===== config.mk =====
export PLATFORM = sky130hd
export DESIGN_NAME = pfb_ctrl
export DESIGN_NICKNAME = d
export VERILOG_FILES = /design/src/hw/pfb_pkg.sv /design/src/hw/pfb_bus_if.sv /design/src/hw/pfb_ctrl.sv /design/src/hw/pfb_out_mux.sv
export SDC_FILE = /design/constraint.sdc
export NUM_CORES = 1
export LEC_CHECK = 0
export BUFFER_PORTS_ARGS = -buffer_cell sky130_fd_sc_hd__buf_2
export CAP_MARGIN = 40
export CORE_MARGIN = 1.5
export CORE_UTILIZATION = 55
export DETAILED_ROUTE_END_ITERATION = 7
export PLACE_DENSITY = 0.78
export SKIP_LAST_GASP = 1
export SLEW_MARGIN = 20
export SYNTH_ARGS = -nofsm -noshare
export SYNTH_HDL_FRONTEND = slang
export SYNTH_SLANG_ARGS = --single-unit

===== constraint.sdc =====
create_clock -name core_clk -period 2.1 [get_ports core_clk]
set_clock_uncertainty 0.05 [all_clocks]
set_input_delay 0.21 -clock core_clk [delete_from_list [all_inputs] [get_ports core_clk]]
set_output_delay 0.21 -clock core_clk [all_outputs]
set_load 0.02 [all_outputs]

===== src/hw/pfb_pkg.sv =====
// Package for the fault B / override control block of the PWM unit.
// Assumes a 16-bit register port with one-cycle read latency.
package pfb_pkg;
    localparam int PFB_PAIRS = 4;
    localparam int PFB_PINS = 8;
    // Register addresses (word index on the local port)
    localparam logic [3:0] PFB_ADDR_FLTB = 4'h0;
    localparam logic [3:0] PFB_ADDR_OVD = 4'h1;
    localparam logic [3:0] PFB_ADDR_FLTA = 4'h2;
    localparam logic [3:0] PFB_ADDR_KEY = 4'h3;
    localparam logic [3:0] PFB_ADDR_STAT = 4'h4;
    // Fault B control field positions
    localparam int PFB_FLTB_EN_LSB = 0;
    localparam int PFB_FLTB_MODE_BIT = 7;
    localparam int PFB_FLTB_OV_LSB = 8;
    // Fault A control uses the same layout
    localparam logic [15:0] PFB_FLTB_WMASK = 16'hFF8F;
    // Override control reset value: all select bits set, manual bits clear
    localparam logic [15:0] PFB_OVD_RST = 16'hFF00;
    localparam logic [15:0] PFB_FLTA_RST = 16'h0000;
    // Unlock key sequence, two consecutive writes to the key register
    localparam logic [15:0] PFB_KEY_FIRST = 16'hABCD;
    localparam logic [15:0] PFB_KEY_SECOND = 16'h4321;
    typedef enum logic [1:0] {PFB_KEY_IDLE, PFB_KEY_HALF, PFB_KEY_OPEN} pfb_key_type;
endpackage


===== src/hw/pfb_bus_if.sv =====
// Interface carrying the pin-pair drive data from the register file to the output mux.
// Assumes both ends share core_clk.
`timescale 1ns/1ps
`default_nettype none
interface pfb_bus_if;
    logic [7:0] pwm_gen;
    logic [7:0] ovd_sel;
    logic [7:0] ovd_out;
    logic [7:0] fault_force;
    logic [7:0] fault_level;
    logic [7:0] pin_out;
    modport ctrl (output pwm_gen, output ovd_sel, output ovd_out, output fault_force,
                  output fault_level, input pin_out);
    modport mux (input pwm_gen, input ovd_sel, input ovd_out, input fault_force,
                 input fault_level, output pin_out);
endinterface
`default_nettype wire


===== src/hw/pfb_ctrl.sv =====
// Fault B / fault A arbitration, override register and write lock for one PWM unit.
// Assumes fault inputs already synchronous and active high; pins active high.
`timescale 1ns/1ps
`default_nettype none
module pfb_ctrl
    import pfb_pkg::*;
#(
    parameter bit LOCK_OPTION_PRESENT = 1'b1
) (
    // Clock and reset
    input wire logic core_clk,
    input wire logic nrst,
    // Configuration
    input wire logic write_lock_option,
    // Register port
    input wire logic [3:0] addr,
    input wire logic [15:0] wdata,
    input wire logic wr,
    input wire logic rd,
    output logic [15:0] rdata,
    // Fault inputs and generator outputs
    input wire logic fault_a_in,
    input wire logic fault_b_in,
    input wire logic [7:0] pwm_gen,
    // Pins, bit 2k is pair k+1 low, bit 2k+1 pair k+1 high
    output logic [7:0] pwm_pin
);
    //////////////////////////////////////////////////////////////////////
    logic [15:0] fltb_q;
    logic [15:0] flta_q;
    logic [15:0] ovd_q;
    logic [15:0] rdata_q;
    logic lock_q;
    pfb_key_type key_q;
    logic open_w;
    logic fa_lat_q;
    logic fb_lat_q;
    logic [7:0] force_d;
    logic [7:0] force_q;
    logic [7:0] level_d;
    logic [7:0] level_q;
    pfb_bus_if bus ();

    // Strap is sampled by a clocked process so reset only loads constants
    always_ff @(posedge core_clk) begin
        lock_q <= write_lock_option;
    end

    //////////////////////////////////////////////////////////////////////
    // Unlock key: a fault register write is accepted right after the pair
    always_ff @(posedge core_clk) begin
        if (!nrst) begin
            key_q <= PFB_KEY_IDLE;
        end else if (wr) begin
            if (addr == PFB_ADDR_KEY && wdata == PFB_KEY_FIRST) begin
                key_q <= PFB_KEY_HALF;
            end else if (addr == PFB_ADDR_KEY && wdata == PFB_KEY_SECOND
                         && key_q == PFB_KEY_HALF) begin
                key_q <= PFB_KEY_OPEN;
            end else begin
                key_q <= PFB_KEY_IDLE;
            end
        end
    end
    assign open_w = !lock_q || (key_q == PFB_KEY_OPEN);

    //////////////////////////////////////////////////////////////////////
    always_ff @(posedge core_clk) begin
        if (!nrst) begin
            fltb_q <= LOCK_OPTION_PRESENT ? 16'h000F : 16'h0000;
        end else if (wr && addr == PFB_ADDR_FLTB && open_w) begin
            fltb_q <= wdata & PFB_FLTB_WMASK;
        end
    end

    always_ff @(posedge core_clk) begin
        if (!nrst) begin
            flta_q <= PFB_FLTA_RST;
        end else if (wr && addr == PFB_ADDR_FLTA && open_w) begin
            flta_q <= wdata & PFB_FLTB_WMASK;
        end
    end

    always_ff @(posedge core_clk) begin
        if (!nrst) begin
            ovd_q <= PFB_OVD_RST;
        end else if (wr && addr == PFB_ADDR_OVD) begin
            ovd_q <= wdata;
        end
    end

    //////////////////////////////////////////////////////////////////////
    // Latched mode holds the fault until software rewrites the register
    always_ff @(posedge core_clk) begin
        if (!nrst) begin
            fa_lat_q <= 1'b0;
        end else if (fault_a_in) begin
            fa_lat_q <= 1'b1;
        end else if (wr && addr == PFB_ADDR_FLTA && open_w) begin
            fa_lat_q <= 1'b0;
        end
    end

    always_ff @(posedge core_clk) begin
        if (!nrst) begin
            fb_lat_q <= 1'b0;
        end else if (fault_b_in) begin
            fb_lat_q <= 1'b1;
        end else if (wr && addr == PFB_ADDR_FLTB && open_w) begin
            fb_lat_q <= 1'b0;
        end
    end

    function automatic logic fault_act(input logic [15:0] c, input logic pin_lvl,
                                       input logic lat);
        fault_act = pin_lvl || (c[PFB_FLTB_MODE_BIT] == 1'b0 && lat);
    endfunction

    always_comb begin
        force_d = 8'h00;
        level_d = 8'h00;
        for (int p = 0; p < PFB_PAIRS; p++) begin
            if (flta_q[PFB_FLTB_EN_LSB + p] && fault_act(flta_q, fault_a_in, fa_lat_q)) begin
                force_d[2*p +: 2] = 2'b11;
                level_d[2*p +: 2] = flta_q[PFB_FLTB_OV_LSB + 2*p +: 2];
            end else if (fltb_q[PFB_FLTB_EN_LSB + p]
                         && fault_act(fltb_q, fault_b_in, fb_lat_q)) begin
                force_d[2*p +: 2] = 2'b11;
                level_d[2*p +: 2] = fltb_q[PFB_FLTB_OV_LSB + 2*p +: 2];
            end
        end
    end

    always_ff @(posedge core_clk) begin
        if (!nrst) begin
            force_q <= 8'h00;
            level_q <= 8'h00;
        end else begin
            force_q <= force_d;
            level_q <= level_d;
        end
    end

    assign bus.pwm_gen = pwm_gen;
    assign bus.ovd_sel = ovd_q[15:8];
    assign bus.ovd_out = ovd_q[7:0];
    assign bus.fault_force = force_q;
    assign bus.fault_level = level_q;

    pfb_out_mux u_mux (
        .core_clk(core_clk),
        .nrst(nrst),
        .bus(bus)
    );
    assign pwm_pin = bus.pin_out;

    //////////////////////////////////////////////////////////////////////
    // Read port; unmapped addresses read zero
    always_ff @(posedge core_clk) begin
        if (!nrst) begin
            rdata_q <= 16'h0000;
        end else if (rd) begin
            if (addr == PFB_ADDR_FLTB) begin
                rdata_q <= fltb_q;
            end else if (addr == PFB_ADDR_FLTA) begin
                rdata_q <= flta_q;
            end else if (addr == PFB_ADDR_OVD) begin
                rdata_q <= ovd_q;
            end else if (addr == PFB_ADDR_STAT) begin
                rdata_q <= {8'h00, force_q};
            end else begin
                rdata_q <= 16'h0000;
            end
        end else begin
            rdata_q <= 16'h0000;
        end
    end
    assign rdata = rdata_q;

    //////////////////////////////////////////////////////////////////////
    a_unimpl_zero: assert property (@(posedge core_clk) disable iff (!nrst)
        fltb_q[6:4] == 3'b000)
        else $error("unimplemented bits set");
    a_fltb_gate: assert property (@(posedge core_clk) disable iff (!nrst)
        (!fltb_q[0] && !flta_q[0]) |=> (force_q[1:0] == 2'b00))
        else $error("disabled pair forced");
    a_fltb_force: assert property (@(posedge core_clk) disable iff (!nrst)
        (fltb_q[3] && fault_b_in && !flta_q[3]) |=> (force_q[7:6] == 2'b11
        && level_q[7:6] == $past(fltb_q[15:14])))
        else $error("fault B not applied");
    a_fa_priority: assert property (@(posedge core_clk) disable iff (!nrst)
        (flta_q[1] && fault_a_in && fltb_q[1] && fault_b_in)
        |=> (level_q[3:2] == $past(flta_q[11:10])))
        else $error("fault A lost priority");
    a_lock_write: assert property (@(posedge core_clk) disable iff (!nrst)
        (wr && addr == PFB_ADDR_FLTB && lock_q && key_q != PFB_KEY_OPEN)
        |=> $stable(fltb_q))
        else $error("locked write took effect");
    a_ovd_write: assert property (@(posedge core_clk) disable iff (!nrst)
        (wr && addr == PFB_ADDR_OVD) |=> (ovd_q == $past(wdata)))
        else $error("override write lost");
endmodule
`default_nettype wire


===== src/hw/pfb_out_mux.sv =====
// Output selection per pin: fault, then generator where the select bit is set, else manual level.
// Assumes registered inputs; the pins are registered here.
`timescale 1ns/1ps
`default_nettype none
module pfb_out_mux
    import pfb_pkg::*;
(
    // Clock and reset
    input wire logic core_clk,
    input wire logic nrst,
    // Pin data
    pfb_bus_if.mux bus
);
    logic [7:0] pin_d;
    logic [7:0] pin_q;
    genvar i;
    generate
        for (i = 0; i < PFB_PINS; i++) begin : g_pin
            always_comb begin
                if (bus.fault_force[i]) begin
                    pin_d[i] = bus.fault_level[i];
                end else if (bus.ovd_sel[i]) begin
                    pin_d[i] = bus.pwm_gen[i];
                end else begin
                    pin_d[i] = bus.ovd_out[i];
                end
            end
        end
    endgenerate
    always_ff @(posedge core_clk) begin
        if (!nrst) begin
            pin_q <= 8'h00;
        end else begin
            pin_q <= pin_d;
        end
    end
    assign bus.pin_out = pin_q;

    a_override_pass: assert property (@(posedge core_clk) disable iff (!nrst)
        (!bus.fault_force[0] && !bus.ovd_sel[0]) |=> (pin_q[0] == $past(bus.ovd_out[0])))
        else $error("manual level not passed");
    a_gen_pass: assert property (@(posedge core_clk) disable iff (!nrst)
        (!bus.fault_force[1] && bus.ovd_sel[1]) |=> (pin_q[1] == $past(bus.pwm_gen[1])))
        else $error("generator not passed");
    a_fault_level: assert property (@(posedge core_clk) disable iff (!nrst)
        bus.fault_force[2] |=> (pin_q[2] == $past(bus.fault_level[2])))
        else $error("fault level not forced");
endmodule
`default_nettype wire


### Word-level counts from Yosys, hierarchy flattened

Index checks and enable logic that the tools add are counted.

* order comparisons: 0
* equality and inequality tests: 8
* shift operators: 0
* div/mod/pow operators: 0
* multiply operators: 0
* mux-type cells: 42
* reduce and logical (&&, ||, !) cells: 27
* bitwise gates (word level): 3
* add/sub/neg operators: 0

Operators by type and width (count)
* 16-bit 2-to-1 mux: 3
* 2-bit 2-to-1 mux: 18
* 1-bit 2-to-1 mux: 20
* 1-bit logical AND: 18
* 16-bit by 15-bit == test with 1-bit output (second input constant): 1
* 16-bit == test (second input constant): 1
* 4-bit by 2-bit == test with 1-bit output (second input constant): 2
* 8-bit 2-to-1 mux: 1
* 4-bit by 1-bit == test with 1-bit output (second input constant): 1
* 4-bit by 3-bit == test with 1-bit output (second input constant): 1
* 4-bit zero test: 1
* 2-bit nonzero test: 2
* 1-bit logical OR: 3
* 1-bit inverter: 3
* 3-bit OR reduction: 1
* 2-bit by 1-bit == test with 1-bit output (second input constant): 1
* 2-bit == test (second input constant): 1
* 2-bit AND reduction: 1
* 1-bit zero test: 1

* register bits after elaboration: 87
* RAM bits: 0
* input bits: 35
* bits in read-only memories: 0
* bits in latches: 0
* memories kept: 0
* word-level logic and storage cells: 92

### Longest topological paths before layout

Gate-level depths: netlist of the first run.

* depth after elaboration: 6
* depth in mapped cells: 6
* depth with buffers taken out: 3

### By module

Synthesis of the first run repeated with hierarchy kept, for this count alone.

* cells, all modules: 397
* area total of the unflattened synthesis: 3654.8 sq um

By module, submodules not included
* pfb_ctrl: instances 1, cells an instance 364, sequential area each 1501.4 sq um, area each 3240.6 sq um
* pfb_out_mux: instances 1, cells an instance 33, sequential area each 160.2 sq um, area each 414.1 sq um

### Worst setup path after synthesis of the first run

No wires, ideal clock.

* path type: input port to flip-flop
* start: input port addr[1]
* end: register fltb_q[0]
* setup slack: 0.335 ns
* arrival: 1.595 ns
* data required time: 1.930 ns
* stages on the path: 5
* setup time: 0.120 ns
* cell sequence: buf_4 > or4_4 > buf_6 > a211o_4 > a211o_1

* word-level cells in the longest chain between the ends: 3

Ends and longest elaborated chain
* start, declared: RTL line pfb_ctrl.sv:16 `input wire logic [3:0] addr,`
* 4-bit zero test: RTL line pfb_ctrl.sv:71 `end else if (wr && addr == PFB_ADDR_FLTB && open_w) begin`
* 1-bit logical AND (2 in series): RTL line pfb_ctrl.sv:71
* end signal, assigned: RTL line pfb_ctrl.sv:70 `fltb_q <= LOCK_OPTION_PRESENT ? 16'h000F : 16'h0000;`
* end signal, assigned: RTL line pfb_ctrl.sv:72 `fltb_q <= wdata & PFB_FLTB_WMASK;`
* end, declared: RTL line pfb_ctrl.sv:29 `logic [15:0] fltb_q;`

No other way between the ends.
A chain may end at the register's enable or synchronous reset.

### Final worst setup path of the first run

* start: register key_q[0]
* end: register flta_q[12]

* word-level cells in the longest chain between the ends: 3

Ends and longest elaborated chain
* start, declared: RTL line pfb_ctrl.sv:34 `pfb_key_type key_q;`
* start signal, assigned: RTL line pfb_ctrl.sv:53 `key_q <= PFB_KEY_IDLE;`
* start signal, assigned: RTL line pfb_ctrl.sv:56 `key_q <= PFB_KEY_HALF;`
* start signal, assigned: RTL line pfb_ctrl.sv:59 `key_q <= PFB_KEY_OPEN;`
* 2-bit == test: RTL line pfb_ctrl.sv:65 `assign open_w = !lock_q || (key_q == PFB_KEY_OPEN);`
* 1-bit logical OR: RTL line pfb_ctrl.sv:65
* 1-bit logical AND: RTL line pfb_ctrl.sv:79 `end else if (wr && addr == PFB_ADDR_FLTA && open_w) begin`
* end signal, assigned: RTL line pfb_ctrl.sv:80 `flta_q <= wdata & PFB_FLTB_WMASK;`
* end, declared: RTL line pfb_ctrl.sv:30 `logic [15:0] flta_q;`

No other way between the ends.

==> impl_metrics.csv, run 1 <==
group,metric,value,unit
status,status,"finished clean",
floorplan,die_h,84.03,µm
detailed_routing,avgViaCountPerCell,6.176,
sta,slew_headroom,57.22,%
floorplan,initial_core_util,56.87,%
synth,ys_ff_latch,83,
synth,async_flop_share,0,%
worst_hold_path,hold_end,"fb_lat_q",
setup_path,cp.required,2.33,ns
grt,track_usage,29.24,%
setup_path,arrival,2.03,ns
synth,syn_area,3611,µm²
grt,grt_pass1_vias,3012,
placed_design,port_buffers,58,
final_layout,syn_to_final_growth,14.83,%
sta,period_needed,1.807,ns
clock_tree,cts_sinks,83,
worst_hold_path,holdPathStages,3,
sta,post-route-period-util,86.04,%
worst_hold_path,hp-class,"in2reg",
final_layout,layout-drive-gt1-share,21.97,%
detailed_routing,wl_per_cell,19.26,µm
synth,synthDistinctLibCells,46,
setup_path,crit_fanout,14,
pwr,p_leak,1.645,nW
detailed_routing,drc,0,
placed_design,hpwl,7211,µm
synth,synth_nets,427,
synth,yosysTopAreaCell,"dfxtp_1",
job,maxCapViolCount,0,
sta,max_clock_freq,0.5534,GHz
clock_tree,worstSkewPairLatency,0.35,ns
sta,rsz0062_at_grt,"false",
synth,synth.area.top_cells,"dfxtp_1 46%, mux2i_1 8.3%, nand2_1 4.8%",
detailed_routing,drt_wl_total,10070,µm
setup_path,r2r_start,"key_q[0]",
synth,yosys.cell_count.top_type,"dfxtp_1",
synth,synth.top_cell.area_share,46.02,%
worst_hold_path,min_from,"fault_b_in",
setup_path,worstSetupPathType,"reg2reg",
floorplan,core_region_area,6350,µm²
final_layout,num_antenna_cells,0,
setup_path,critical_path.endpoint_type,"flip-flop",
synth,synthCells,392,
synth,synth-seq-area-share,46.02,%
grt,grt_pass1_wl,16040,µm
clock_tree,cts_hold_buf,1,
floorplan,die_area,7060,µm²
grt,globalRouteOverflowTotal,0,
synth,ys.flop_type,"dfxtp_1",
clock_tree,clk_pin_slew,0.08,ns
clock_tree,clock_path_buffers,2,
synth,synth_common_cells,"83 x dfxtp_1, 46 x nand2_1, 30 x mux2i_1",
sta,setup_violations,0,
placed_design,gp_congestion,0.9555,
pwr,irDropWorstVdd,486.0,µV
floorplan,num_rows,29,
setup_path,rr_worst_depth,4,
setup_path,r2r-end,"flta_q[12]",
detailed_routing,num_vias,3230,
clock_tree,numCtsBuffers,9,
detailed_routing,final_antenna_net_count,0,
floorplan,dieWidth,84.03,µm
sta,worst_slew_pin_slew,0.6327,ns
pwr,power.density,758.1,nW/µm²
final_layout,final_util,65.30,%
setup_path,r2r_slack,0.29,ns
synth,syn_area_per_cell,9.212,µm²
clock_tree,clockRootBuffer,"clkbuf_8",
setup_path,critPathLaunchType,"flip-flop",
detailed_routing,dr.pass1.iters,5,
sta,hold_viol,0,
synth,yosysWarnings,0,
final_layout,fin_nets,476,
grt,antenna_found_initial,0,
clock_tree,cts_tree,"done",
synth,synth_enable_flop_cells,0,
clock_tree,h-tree-depth,3,
sta,final_max_slew_viol_count,0,
grt,grt_max_degree,58,
detailed_routing,initialDrtViolationCount,346,
clock_tree,cts_resized,0,
sta,setup_tns,0,ns
clock_tree,postCtsSetupBuffers,0,
floorplan,io-pin-count,59,
[layout make-up]
| type | count | area (µm²) |
|---|---|---|
| clock buffers | 12 | 165.2 |
| clock inverters | 4 | 47.55 |
| fillers | 524 | 2203 |
| inverters | 12 | 45.04 |
| multi-input cells | 267 | 1750 |
| flip-flops and latches | 83 | 1662 |
| well taps | 77 | 96.34 |
| repair buffers | 68 | 380.4 |
[metrics by stage]
| stage | hold slack [ns] | instance area [µm²] | std cells | setup slack, ns | power (W) |
|---|---|---|---|---|---|
| floorplan | 0.1877 | 3611 | 392 | 0.3352 | 0.001860 |
| global placement | 0.2644 | 3924 | 506 | 0.2496 | 0.001967 |
| detailed placement | 0.2664 | 3924 | 506 | 0.1985 | 0.001975 |
| CTS | 0.08674 | 4146 | 523 | 0.3039 | 0.003143 |
| global route | 0.1073 | 4146 | 523 | 0.2141 | 0.003241 |
| finish | 0.09458 | 4146 | 523 | 0.2931 | 0.003143 |
[sequential cells by signal (all words and copies together), names as in the netlist]
register and count:
flta_q 13, fa_lat_q 1, bus.fault_level 8, bus.fault_force 4, key_q 2, rdata 16
fltb_q 13, fb_lat_q 1, ovd_q 16, lock_q 1, u_mux.bus.pin_out 8
[logic make-up (layout without fill, tap and decap cells)]
group	count (synthesis)	in the layout	synth area share (%)
AO/OA/AOI/OAI	93	93	18.50
multiplexers	38	38	10.81
flip-flops	83	83	46.02
buffers and inverters	42	96	5.509
AND/OR/NAND/NOR	136	136	19.16
[how the worst max path moves through the flow]
stage                       to  slack (ns)     start
floorplan            fltb_q[0]        0.34   addr[1]
global placement     fltb_q[3]        0.25   addr[0]
detailed placement   fltb_q[1]        0.20   addr[0]
CTS                 flta_q[12]        0.30  key_q[0]
global route         flta_q[9]        0.21  key_q[0]
finish              flta_q[12]        0.29  key_q[0]
[metal layers]
metal  GRT usage, %  up-vias  part of all wire, %
met3          6.627       18                  8.4
met4          9.240        0                  1.7
li1               -     1518                    -
met1          41.33     1517                   44
met5              0        -                    0
met2          44.29      177                   46
[where the power goes]
group | total (W) | internal [W] | switching [W]
Clock | 0.00119 | 0.000643 | 0.000550
Sequential | 0.00163 | 0.00161 | 0.0000259
Combinational | 0.000316 | 0.000117 | 0.000199
Total | 0.00314 | 0.00237 | 0.000775
[critical path, stage by stage, from the launching register on]
cell and delay, ns:
dfxtp_1 0.33, nand2b_1 0.36, a2111oi_4 0.43, buf_4 0.32, mux2i_1 0.23
[cell usage in the layout, fill, tap and decap left out, types with 2 or more instances in the layout]
cell	netlist	layout
buf_4	2	8
or4b_1	2	2
mux2i_1	30	30
clkinv_2	0	2
mux2_2	8	8
buf_2	3	58
nor3b_1	2	2
a211o_1	4	4
o21ai_0	14	14
or2_1	2	2
nor4bb_1	4	4
o21a_1	4	4
o21ai_1	13	13
nor3_1	8	8
nand3_1	26	26
dfxtp_1	83	83
o31ai_1	9	9
o2111ai_1	8	8
nand2_1	46	46
a211oi_1	6	6
a2bb2oi_1	8	8
o32ai_1	5	5
clkbuf_8	0	12
nor4b_1	2	2
nor2_1	22	22
inv_1	11	11
nor2b_1	12	12
a2111oi_0	3	3
a21oi_1	14	14
(Power assumes the default switching activity.)
==> run 2, diff against run 1 <==
--- a/config.mk
+++ b/config.mk
@@ -7,10 +7,11 @@
 export LEC_CHECK = 0
 export BUFFER_PORTS_ARGS = -buffer_cell sky130_fd_sc_hd__buf_2
 export CAP_MARGIN = 40
-export CORE_MARGIN = 1.5
+export CORE_MARGIN = 3
 export CORE_UTILIZATION = 55
 export DETAILED_ROUTE_END_ITERATION = 7
 export PLACE_DENSITY = 0.78
+export SETUP_SLACK_MARGIN = 0.3
 export SKIP_LAST_GASP = 1
 export SLEW_MARGIN = 20
 export SYNTH_ARGS = -nofsm -noshare
==> impl_metrics.csv, run 2 (synthesized netlist as in run 1, its figures left out) <==
group,metric,value,unit
status,status,"finished clean",
clock_tree,worstSkewPairLatency,0.35,ns
sta,final_max_slew_viol_count,0,
final_layout,fin_nets,477,
job,maxCapViolCount,0,
grt,grt_pass1_wl,15740,µm
grt,globalRouteOverflowTotal,0,
final_layout,layout-drive-gt1-share,21.92,%
clock_tree,cts_sinks,83,
clock_tree,clk_pin_slew,0.09,ns
pwr,irDropWorstVdd,499.7,µV
setup_path,crit_fanout,14,
detailed_routing,drt_wl_total,9811,µm
setup_path,worstSetupPathType,"reg2reg",
clock_tree,cts_tree,"done",
detailed_routing,num_vias,3237,
grt,grt_max_degree,48,
floorplan,dieWidth,87.03,µm
sta,hold_viol,0,
sta,setup_violations,0,
detailed_routing,dr.pass1.iters,6,
sta,post-route-period-util,82.93,%
sta,worst_slew_pin_slew,0.5593,ns
detailed_routing,avgViaCountPerCell,6.201,
floorplan,initial_core_util,58.90,%
setup_path,cp_slowest_stage_delay,0.44,ns
final_layout,fin_area,4133,µm²
grt,track_usage,27.03,%
detailed_routing,final_antenna_net_count,0,
setup_path,crit_chain,"nand2b_1, a2111oi_4, buf_6, mux2i_1",
final_layout,final_common_cell,"dfxtp_1",
final_layout,mostFrequentLayoutCells,"83 x dfxtp_1, 58 x buf_2, 46 x nand2_1",
floorplan,die_area,7573,µm²
clock_tree,numCtsBuffers,9,
setup_path,critical_path.endpoint_type,"flip-flop",
grt,antenna_found_initial,0,
setup_path,cp.required,2.32,ns
placed_design,dpl_cell_area,3916,µm²
final_layout,num_antenna_cells,0,
clock_tree,clock_path_buffers,2,
setup_path,cp_top_family,"compound AO/OA/AOI/OAI gates",
sta,max_clock_freq,0.5742,GHz
sta,period_needed,1.742,ns
floorplan,num_rows,28,
worst_hold_path,hp-class,"in2reg",
placed_design,port_buffers,58,
pwr,power.density,751.9,nW/µm²
clock_tree,h-tree-depth,3,
placed_design,gp_congestion,0.9258,
detailed_routing,drc,0,
clock_tree,clockRootBuffer,"clkbuf_8",
setup_path,path_buf_inv,1,
pwr,p_leak,1.640,nW
sta,setup_tns,0,ns
floorplan,die_h,87.03,µm
final_layout,syn_to_final_growth,14.45,%
setup_path,crit_slowest_cell,"a2111oi_4",
placed_design,post-place-ws,0.2163,ns
setup_path,arrival,1.96,ns
detailed_routing,initialDrtViolationCount,351,
setup_path,critPathLaunchType,"flip-flop",
placed_design,hpwl,7212,µm
sta,fin_ws,0.3585,ns
floorplan,io-pin-count,59,
detailed_routing,wl_per_cell,18.80,µm
sta,slew_headroom,62.19,%
grt,grt_pass1_vias,3071,
clock_tree,postCtsSetupBuffers,0,
floorplan,core_region_area,6131,µm²
sta,rsz0062_at_grt,"false",
## run 2: where the power goes
part,internal (W),switching (W),leakage (nW)
Clock,0.000589,0.000573,0.104
Combinational,0.000116,0.000195,0.862
Sequential,0.00161,0.0000258,0.674
## run 2: repair_timing
action / CTS / global route
endpoints found under the setup margin: 0 / 13
endpoints found under the hold margin: 1 / 0
gates resized for setup: 0 / 1
hold buffers: 1 / 0
## run 2: layout make-up
type	instances	area [µm²]
Clock inverter	5	61.31
Inverter	12	45.04
Fill cell	492	1998
Tap cell	75	93.84
Clock buffer	11	141.4
Timing Repair Buffer	69	379.1
Sequential cell	83	1662
Multi-Input combinational cell	267	1750
## run 2: worst register-to-register path: cells and delay by family (launching register included)
family                 cells  cell delay, ns
AOI/OAI and AO/OA          1            0.45
and+or+nand+nor            1            0.35
DFF                        1            0.33
buffers and inverters      1            0.25
muxes                      1            0.24
## run 2: routing by layer
metal / GRT usage, % / vias to the layer above / part of all wire, %
li1: - / 1513 / -
met1: 36.98 / 1496 / 43
met2: 39.75 / 195 / 44
met3: 8.042 / 33 / 11
met4: 10.91 / 0 / 2.9
met5: 0 / - / 0
## run 2: metrics by stage
step	std cells	utilization [%]	hold WS, ns	total power [W]
after floorplan	392	-	0.1877	0.001860
after global placement	505	63.88	0.2624	0.001966
after detailed placement	505	63.88	0.2660	0.001972
after CTS	522	67.35	0.06885	0.003103
after global routing	522	67.41	0.08066	0.003214
final	522	67.41	0.08325	0.003107
## run 2: final timing paths
| check | slack (ns) | to | start | depth (start not counted) |
|---|---|---|---|---|
| setup / recovery | 0.36 | flta_q[13] | key_q[0] | 4 |
| hold / removal | 0.08 | fb_lat_q | fault_b_in | 3 |
| setup reg to reg | 0.36 | flta_q[13] | key_q[0] | 4 |
| hold reg to reg | 0.39 | fa_lat_q | fa_lat_q | 2 |
